--- src/pcc_defs.svh ---
/*
 pwm channel counter: register offsets, field positions, reset values.
 assumes inclusion by bare name from every design file that needs it.
*/
`ifndef PCC_DEFS_SVH
`define PCC_DEFS_SVH
`define PCC_OFF_ENA 8'h00
`define PCC_OFF_DIS 8'h04
`define PCC_OFF_STAT 8'h08
`define PCC_OFF_MODE 8'h0c
`define PCC_OFF_PRD 8'h10
`define PCC_OFF_UPD 8'h14
`define PCC_OFF_CNT 8'h18
`define PCC_OFF_ISR 8'h1c
`define PCC_OFF_IMR 8'h20
`define PCC_BIT_CENTER 0
`define PCC_BIT_PEND 0
`define PCC_RST_PRD 16'h0000
`define PCC_CNT_FIRST 16'h0000
`define PCC_CNT_RESTART 16'h0001
`endif

--- src/pcc_pkg.sv ---
/*
 pwm channel counter package: shared types.
 assumes nothing beyond a systemverilog compiler.
*/
`default_nettype none
package pcc_pkg;
   typedef logic [15:0] pcc_cnt_t;
   typedef enum logic [2:0] {
      PCC_IDLE = 3'b001,
      PCC_RUN = 3'b010,
      PCC_DRAIN = 3'b100
   } pcc_state_e;
endpackage : pcc_pkg
`default_nettype wire

--- src/pcc_ctr_if.sv ---
/*
 pwm channel counter: link between register file and counter core.
 assumes one clock domain shared by both ends.
*/
`default_nettype none
interface pcc_ctr_if;
   logic run;
   logic [15:0] period;
   logic [15:0] count;
   logic wrap;
   modport regs (output run, output period, input count, input wrap);
   modport core (input run, input period, output count, output wrap);
endinterface : pcc_ctr_if
`default_nettype wire

--- src/pcc_core.sv ---
/*
 pwm channel counter core: up counter with period wrap.
 assumes run and period come from the register file on the same clock.
*/
`default_nettype none
`include "pcc_defs.svh"
module pcc_core (
   input wire logic core_clk_in,
   input wire logic nrst_in,
   pcc_ctr_if.core ctr
);
   pcc_pkg::pcc_cnt_t count;
   pcc_pkg::pcc_cnt_t next_count;
   logic wrap;
   logic next_wrap;

   // count up, wrap at period; first run starts at zero
   always_comb begin
      next_count = count;
      next_wrap = 1'b0;
      if (!ctr.run) begin
         next_count = `PCC_CNT_FIRST;
      end else if (count >= ctr.period) begin
         next_count = `PCC_CNT_RESTART;
         next_wrap = 1'b1;
      end else begin
         next_count = count + 16'h0001;
      end
   end

   // register counter state
   always_ff @(posedge core_clk_in or negedge nrst_in) begin
      if (!nrst_in) begin
         count <= `PCC_CNT_FIRST;
         wrap <= 1'b0;
      end else begin
         count <= next_count;
         wrap <= next_wrap;
      end
   end

   assign ctr.count = count;
   assign ctr.wrap = wrap;
endmodule : pcc_core
`default_nettype wire

--- src/pcc_top.sv ---
/*
 pwm channel counter top: apb register file, enable state, interrupt.
 assumes apb master on core_clk_in, 32-bit data, word-aligned offsets.
*/
`default_nettype none
`include "pcc_defs.svh"
module pcc_top (
   input wire logic core_clk_in,
   input wire logic nrst_in,
   input wire logic psel_in,
   input wire logic penable_in,
   input wire logic pwrite_in,
   input wire logic [7:0] paddr_in,
   input wire logic [31:0] pwdata_in,
   output logic [31:0] prdata_out,
   output logic pready_out,
   output logic pslverr_out,
   output logic irq_out,
   output logic wrap_out
);
   pcc_ctr_if ctr ();

   pcc_pkg::pcc_state_e state;
   pcc_pkg::pcc_state_e next_state;
   logic center_align_select;
   logic next_center_align_select;
   logic [15:0] channel_period_reg;
   logic [15:0] next_channel_period_reg;
   logic [15:0] period_update_reg;
   logic [15:0] next_period_update_reg;
   logic upd_pend;
   logic next_upd_pend;
   logic isr;
   logic next_isr;
   logic imr;
   logic next_imr;
   logic [31:0] next_prdata;
   logic next_pready;
   logic next_pslverr;
   logic next_irq;
   logic next_wrap_out;
   logic acc;
   logic wr;
   logic known;
   logic wr_ena;
   logic wr_dis;
   logic channel_enable_status_bit;

   pcc_core u_core (
      .core_clk_in(core_clk_in),
      .nrst_in(nrst_in),
      .ctr(ctr)
   );

   // apb access phase, answered in the same cycle pready rises
   assign acc = psel_in && penable_in && !pready_out;
   assign wr = acc && pwrite_in;
   assign wr_ena = wr && paddr_in == `PCC_OFF_ENA && pwdata_in[0];
   assign wr_dis = wr && paddr_in == `PCC_OFF_DIS && pwdata_in[0];
   assign channel_enable_status_bit = state != pcc_pkg::PCC_IDLE;
   // counter keeps running while the enabled status lingers after disable
   assign ctr.run = state != pcc_pkg::PCC_IDLE;
   assign ctr.period = channel_period_reg;

   always_comb begin
      unique case (paddr_in)
         `PCC_OFF_ENA, `PCC_OFF_DIS, `PCC_OFF_STAT, `PCC_OFF_MODE,
         `PCC_OFF_PRD, `PCC_OFF_UPD, `PCC_OFF_CNT, `PCC_OFF_ISR,
         `PCC_OFF_IMR: known = 1'b1;
         default: known = 1'b0;
      endcase
   end

   // channel enable state: status lingers until the period ends
   always_comb begin
      next_state = state;
      unique case (state)
         pcc_pkg::PCC_IDLE: begin
            if (wr_ena) next_state = pcc_pkg::PCC_RUN;
         end
         pcc_pkg::PCC_RUN: begin
            if (wr_dis) next_state = pcc_pkg::PCC_DRAIN;
         end
         pcc_pkg::PCC_DRAIN: begin
            if (wr_ena) next_state = pcc_pkg::PCC_RUN;
            else if (ctr.wrap) next_state = pcc_pkg::PCC_IDLE;
         end
      endcase
   end

   // configuration and period update
   always_comb begin
      next_center_align_select = center_align_select;
      next_channel_period_reg = channel_period_reg;
      next_period_update_reg = period_update_reg;
      next_upd_pend = upd_pend;
      next_imr = imr;
      if (wr && paddr_in == `PCC_OFF_MODE) begin
         next_center_align_select = pwdata_in[`PCC_BIT_CENTER];
      end
      if (wr && paddr_in == `PCC_OFF_IMR) begin
         next_imr = pwdata_in[`PCC_BIT_PEND];
      end
      if (upd_pend && (ctr.wrap || !ctr.run)) begin
         next_channel_period_reg = period_update_reg;
         next_upd_pend = 1'b0;
      end
      if (wr && paddr_in == `PCC_OFF_PRD) begin
         next_channel_period_reg = pwdata_in[15:0]; // zero allowed here
      end
      if (wr && paddr_in == `PCC_OFF_UPD && pwdata_in[15:0] != 16'h0000) begin
         next_period_update_reg = pwdata_in[15:0];
         next_upd_pend = 1'b1;
      end
   end

   // sticky channel event: wrap, or enable in centre-aligned mode
   always_comb begin
      next_isr = isr;
      if (wr && paddr_in == `PCC_OFF_ISR && pwdata_in[`PCC_BIT_PEND]) begin
         next_isr = 1'b0;
      end
      if (ctr.wrap) next_isr = 1'b1;
      if (wr_ena && center_align_select) next_isr = 1'b1;
      next_irq = next_isr && next_imr;
      next_wrap_out = ctr.wrap;
   end

   // apb answer and read mux
   always_comb begin
      next_pready = acc;
      next_pslverr = acc && !known;
      next_prdata = 32'h0000_0000;
      if (acc && !pwrite_in) begin
         unique case (paddr_in)
            `PCC_OFF_STAT: next_prdata = {31'h0, channel_enable_status_bit};
            `PCC_OFF_MODE: next_prdata = {31'h0, center_align_select};
            `PCC_OFF_PRD: next_prdata = {16'h0, channel_period_reg};
            `PCC_OFF_UPD: next_prdata = {16'h0, period_update_reg};
            `PCC_OFF_CNT: next_prdata = {16'h0, ctr.count};
            `PCC_OFF_ISR: next_prdata = {31'h0, isr};
            `PCC_OFF_IMR: next_prdata = {31'h0, imr};
            default: next_prdata = 32'h0000_0000;
         endcase
      end
   end

   // register all state
   always_ff @(posedge core_clk_in or negedge nrst_in) begin
      if (!nrst_in) begin
         state <= pcc_pkg::PCC_IDLE;
         center_align_select <= 1'b0;
         channel_period_reg <= `PCC_RST_PRD;
         period_update_reg <= `PCC_RST_PRD;
         upd_pend <= 1'b0;
         isr <= 1'b0;
         imr <= 1'b0;
         prdata_out <= 32'h0000_0000;
         pready_out <= 1'b0;
         pslverr_out <= 1'b0;
         irq_out <= 1'b0;
         wrap_out <= 1'b0;
      end else begin
         state <= next_state;
         center_align_select <= next_center_align_select;
         channel_period_reg <= next_channel_period_reg;
         period_update_reg <= next_period_update_reg;
         upd_pend <= next_upd_pend;
         isr <= next_isr;
         imr <= next_imr;
         prdata_out <= next_prdata;
         pready_out <= next_pready;
         pslverr_out <= next_pslverr;
         irq_out <= next_irq;
         wrap_out <= next_wrap_out;
      end
   end
endmodule : pcc_top
`default_nettype wire

--- config.mk ---
export PLATFORM = sky130hd
export DESIGN_NAME = pcc_top
export DESIGN_NICKNAME = d
export VERILOG_FILES = /design/src/pcc_pkg.sv /design/src/pcc_ctr_if.sv /design/src/pcc_core.sv /design/src/pcc_top.sv
export VERILOG_INCLUDE_DIRS = /design/src /design/src/src
export SDC_FILE = /design/constraint.sdc
export NUM_CORES = 1
export LEC_CHECK = 0
export ABC_CLOCK_PERIOD_IN_PS = 2400
export BUFFER_PORTS_ARGS = -buffer_cell sky130_fd_sc_hd__buf_2
export CAP_MARGIN = 20
export CORE_MARGIN = 2
export CORE_UTILIZATION = 55
export CTS_CLUSTER_SIZE = 24
export DETAILED_ROUTE_END_ITERATION = 8
export PLACE_DENSITY = 0.79
export SLEW_MARGIN = 20
export SYNTH_ARGS = -nofsm -noshare
export SYNTH_HDL_FRONTEND = slang
export SYNTH_SLANG_ARGS = --single-unit
--- constraint.sdc ---
create_clock -name core_clk_in -period 2.4 [get_ports core_clk_in]
set_clock_uncertainty 0.05 [all_clocks]
set_input_delay 0.48 -clock core_clk_in [delete_from_list [all_inputs] [get_ports core_clk_in]]
set_output_delay 0.48 -clock core_clk_in [all_outputs]
set_load 0.05 [all_outputs]
==> Word-level counts from Yosys, hierarchy flattened <==
Cells that the tools add are included.
{ "word_totals": {"output_inout_bits": 36, "ff_bits": 92, "word_cells": 81, "input_bits": 45} }
{ "op_classes": {"magnitude_cmp": 1, "reduce_logical": 30, "addsub": 1, "eq_ne": 15, "mux": 20} }
{ "op_table": {"columns": ["cell", "count"], "rows": [
  ["$pmux W16 S7", 1],
  ["$mux W16", 5],
  ["$eq A8 B5 Y1 const B", 4],
  ["$logic_and A1 B1 Y1", 19],
  ["$add A16 B1 Y16 const B", 1],
  ["$eq A8 B4 Y1 const B", 2],
  ["$ge A16 B16 Y1", 1],
  ["$reduce_bool A16 Y1", 1],
  ["$mux W3", 4],
  ["$mux W1", 9],
  ["$pmux W3 S3", 1],
  ["$reduce_or A9 Y1", 1],
  ["$eq A8 B3 Y1 const B", 1],
  ["$eq A8 B6 Y1 const B", 1],
  ["$logic_not A8 Y1", 1],
  ["$logic_not A1 Y1", 4],
  ["$ne A2 B2 Y1 const B", 2],
  ["$reduce_bool A2 Y1", 2],
  ["$eq A3 B1 Y1 const B", 1],
  ["$eq A3 B2 Y1 const B", 1],
  ["$eq A3 B3 Y1 const B", 1],
  ["$ne A3 B1 Y1 const B", 1],
  ["$ne A3 B2 Y1 const B", 1],
  ["$reduce_and A3 Y1", 1],
  ["$logic_or A1 B1 Y1", 1]
]} }

==> Longest topological paths before layout <==
{ "logic_depth": {"ltp_word": 9, "ltp_mapped": 7, "depth_no_buf": 6} }

==> Modules after synthesis <==
A second synthesis with hierarchy kept.
{ "hier_totals": {"cells_unflattened": 397, "hier_area_um2": 4145.2} }
{ "by_module_without_submodules": {"columns": ["module", "area_per_inst_um2", "seq_area_each_um2", "instances", "cells_each"], "rows": [
  ["pcc_top", 2979.1, 1477.7, 1, 267],
  ["pcc_core", 1166.1, 425.4, 1, 130]
]} }

==> Least setup slack after synthesis <==
No wires, ideal clock.
{ "synth_path": {"kind": "in2reg", "from": "in paddr_in[5]", "to": "reg period_update_reg[10]", "path_buffers": 1, "cell_stages": 5, "setup_ns": 0.128, "t_arrival_ns": 1.974, "required_time_ns": 2.222, "setup_slack_ns": 0.248, "cell_sequence": "or4b_1 nor2_4 nand3_2 buf_2 mux2_1"} }
{ "synth_between": {"elab_chain_cells": 3} }
{ "synth_lines": {"columns": ["element", "line_no", "source"], "rows": [
  ["start, declared", "pcc_top.sv:13", "input wire logic [7:0] paddr_in,"],
  ["$eq A8 B5 Y1", null, null],
  ["$logic_and A1 B1 Y1 (no source line)", null, null],
  ["$logic_and A1 B1 Y1", "pcc_top.sv:111", "if (wr && paddr_in == `PCC_OFF_UPD && pwdata_in[15:0] != 16'h0000) begin"],
  ["end signal, assigned", "pcc_top.sv:154", "period_update_reg <= `PCC_RST_PRD;"],
  ["end signal, assigned", "pcc_top.sv:167", "period_update_reg <= next_period_update_reg;"],
  ["end, declared", "pcc_top.sv:29", "logic [15:0] period_update_reg;"]
]} }
Every way passes these cells.
A chain may end at the register's enable or synchronous reset.

==> Worst setup path in the final report <==
{ "layout_path": {"from": "reg u_core.count[9] (netlist: u_core.ctr.count[9])", "to": "reg u_core.count[15] (netlist: u_core.ctr.count[15])"} }
{ "layout_between": {"elab_chain_cells": 3, "elab_cells_between_ends": 4, "classes_between": "1 x add/sub; 1 x order compare; 2 x mux"} }
{ "layout_lines": {"columns": ["element", "line_no", "source"], "rows": [
  ["start, declared", "pcc_core.sv:12", "pcc_pkg::pcc_cnt_t count;"],
  ["start signal, assigned", "pcc_core.sv:34", "count <= `PCC_CNT_FIRST;"],
  ["start signal, assigned", "pcc_core.sv:37", "count <= next_count;"],
  ["$add A16 B1 Y16 / $ge A16 B16 Y1 (equally long branches)", "pcc_core.sv:27, pcc_core.sv:23", null],
  ["$mux W16 *", "pcc_core.sv:23", "end else if (count >= ctr.period) begin"],
  ["$mux W16 *", "pcc_core.sv:21", "if (!ctr.run) begin"],
  ["via u_core.next_count[15]", "pcc_core.sv:13", "pcc_pkg::pcc_cnt_t next_count;"]
]} }
The timed path passes the listed nets; every way through them passes the cells marked *.

==> results.yml <==
power:
  irDropWorstVdd_mv: 0.424
  leakagePower_nw: 2.33
  pwr-share-clk_pct: 40.2
  p_sw_share_pct: 25.4
  p_per_area_nw_per_um2: 532
  p_comb_share_pct: 7.1
  p_int_mw: 1.84
  power.switching_mw: 0.627
  p_seq_share_pct: 52.8
  finalPower_mw: 2.47
cells_and_area:
  nFillCells: 594
  syn2layout_area_growth_pct: 14.8
  final_cell_mix: "75 x dfrtp_1, 47 x buf_2, 30 x nand2_1"
  multi_input_comb_area_um2: 1930
  ff_latch_area_um2: 1900
  fin_util_pct: 64.6
  diodes: 0
  nets: 506
  final_common_cell: "dfrtp_1"
  drive_gt1_share_pct: 21.4
worst_setup_path:
  required_ps: 2580
  critical_path.top_delay_family: "compound AO/OA/AOI/OAI gates"
  worstSetupPathType: "register to register"
  worst-path-max-fanout: 15
  crit_buf_inv: 0
  slowest_delay_ps: 510
  cp.arrival_ps: 2360
  cp-end-kind: "register"
  cp_cell_sequence: "ha_1 > a21oi_1 > o21ai_1 > a211o_1 > a2111oi_1"
  start_kind: "register"
  cpMaxStageDelayCell: "a211o_1"
yosys:
  synth_edf_count: 0
  synthFlopType: "dfrtp_1"
  syn_inst: 383
  synthArstFlopShare_pct: 100
  postSynthAreaPerCell_um2: 10.5
  synth-compound-area-share_pct: 11.0
  synth_simple_gate_area_share_pct: 17.6
  yosysUniqueCellTypes: 57
  ys_seq_elements: 76
  synth_xor_area_share_pct: 3.04
  yosys-mux-area-fraction_pct: 9.21
  synthAdderAreaFrac_pct: 5.27
  synth-warning-count: 0
  synth_top_family_by_area: "simple AND/OR/NAND/NOR gates"
  syn_area_um2: 4040
  synth-seq-area-share_pct: 47.1
sta:
  fin_crit_sh_pct: 90.7
  fin_crit_ps: 2180
  finalSetupViolCount: 0
  tightest_slew_ps: 1090
  rsz0062_at_grt: "no"
  hold_viol: 0
  fin_ws_ps: 223
  max_slew_margin_pct: 27.6
  fmax_mhz: 459
  drv_slew: 0
  tns_ps: 0
  hold_slack_ps: 24.1
route:
  vias: 3248
  first_iter_violations: 334
  via_per_inst: 5.93
  routed_wl_um: 8980
  firstDrtPassIters: 6
  wl_per_cell_um: 16.4
  drt.antenna.violating_nets: 0
  route.detailed.drc: 0
clock_tree:
  cts_tree: "yes"
  post_cts_resize_count: 0
  cts.path.max_buffers: 2
  cts.sinks: 76
  htree_num_levels: 3
  cts_setup_buffers: 0
  path_clk_slew_ps: 80
  numCtsBuffers: 9
  cts_hold_repair.buffers: 0
  root_buffer: "clkbuf_8"
  insertion_delay_ps: 350
floorplanning:
  die_y_um: 89.7
  die_x_um: 89.7
  start_util_pct: 56.3
  core_um2: 7180
  dieArea_um2: 8040
  num_rows: 31
  io_pins: 81
global_route:
  grt_max_degree: 43
  grt_pass1_vias: 3012
  overflow: 0
  antenna_found_initial: 0
  grt_pass1_wl_um: 14800
  track_usage_pct: 24.4
run:
  drv_cap: 0
place:
  io_buffers: 48
  dp_slack_ps: 212
  place_congestion: 0.831
  hpwl_um: 6660
run_status:
  status: "finished, final reports clean"
worst_hold_path:
  min_path_type: "input port to asynchronous set/reset pin"
==> power groups by stage <==
stage                     sequential (mW)  clock [mW]  combinational, mW
final                                1.30       0.991              0.175
after global routing                 1.30        1.06              0.193
after CTS                            1.30       0.995              0.176
after detailed placement             1.33           0              0.175
after global placement               1.33           0              0.170
after floorplan                      1.33           0              0.110
==> logic make-up (layout without fill, tap and decap cells) <==
group                      Yosys count  in the layout
AOI/OAI and AO/OA                   62             62
xor gates and xnor gates            14             14
adders and majority gates           17             17
buffers and inverters               54            105
DFF                                 76             76
muxes                               35             35
other                                1             16
and+or+nand+nor                    124            124
==> stage by stage <==
| step | instance area, um2 | std cells |
|---|---|---|
| after global routing | 4640 | 548 |
| after detailed placement | 4430 | 532 |
| final | 4640 | 548 |
| after global placement | 4430 | 532 |
| after floorplan | 4090 | 398 |
| after CTS | 4640 | 548 |
==> worst reg2reg max path, stage by stage (launching register included) <==
cell and delay (ps):
dfrtp_1 470, ha_1 350, a21oi_1 160, o21ai_1 90, a211o_1 510, a2111oi_1 440
==> worst paths after layout <==
check | startpoint | end | slack, ps | depth (start not counted)
hold reg to reg | upd_pend$_DFFE_PN0P_ | upd_pend$_DFFE_PN0P_ | 470 | 2
setup / recovery | u_core.ctr.count[9]$_DFF_PN0_ | u_core.ctr.count[15]$_DFF_PN0_ | 220 | 5
max in group asynchronous | nrst_in | period_update_reg[11]$_DFFE_PN0P_ | 1710 | 2
min in group core_clk_in | pwdata_in[7] | channel_period_reg[7]$_DFFE_PN0P_ | 310 | 3
setup reg to reg | u_core.ctr.count[9]$_DFF_PN0_ | u_core.ctr.count[15]$_DFF_PN0_ | 220 | 5
hold / removal | nrst_in | u_core.ctr.count[5]$_DFF_PN0_ | 20 | 1
==> routing by layer <==
metal	vias up	track usage, %	part of all wire, %
met5	-	0	0
met3	13	5.48	8.2
met2	136	35.5	47
met4	0	9.50	1.7
li1	1519	-	-
met1	1580	35.5	43
==> synthesized netlist by cell type (5+ instances only) <==
cell	instances	area share, %
dfrtp_1	75	46
nand2_1	30	2.8
inv_1	22	2.0
nor4_1	22	3.4
nor2_1	20	1.9
o21ai_1	19	2.4
mux2i_1	18	4.5
ha_1	17	5.3
buf_4	16	3.0
a222oi_1	15	3.7
clkbuf_1	13	1.2
mux2_1	13	3.6
xnor2_1	10	2.2
a21oi_1	8	0.99
nor3_1	7	0.87
nand3_1	6	0.74
nand4_1	6	0.93
and3_1	5	0.77
==> layout make-up <==
type                            count  share of cell area, %
Inverter                           22                   1.78
Timing Repair Buffer               67                   8.58
Multi-Input combinational cell    268                   41.6
Clock inverter                      6                   1.38
Clock buffer                       10                   2.97
Sequential cell                    76                   41.1
Tap cell                           99                   2.67
No activity file was read; power rests on OpenSTA's default activity.
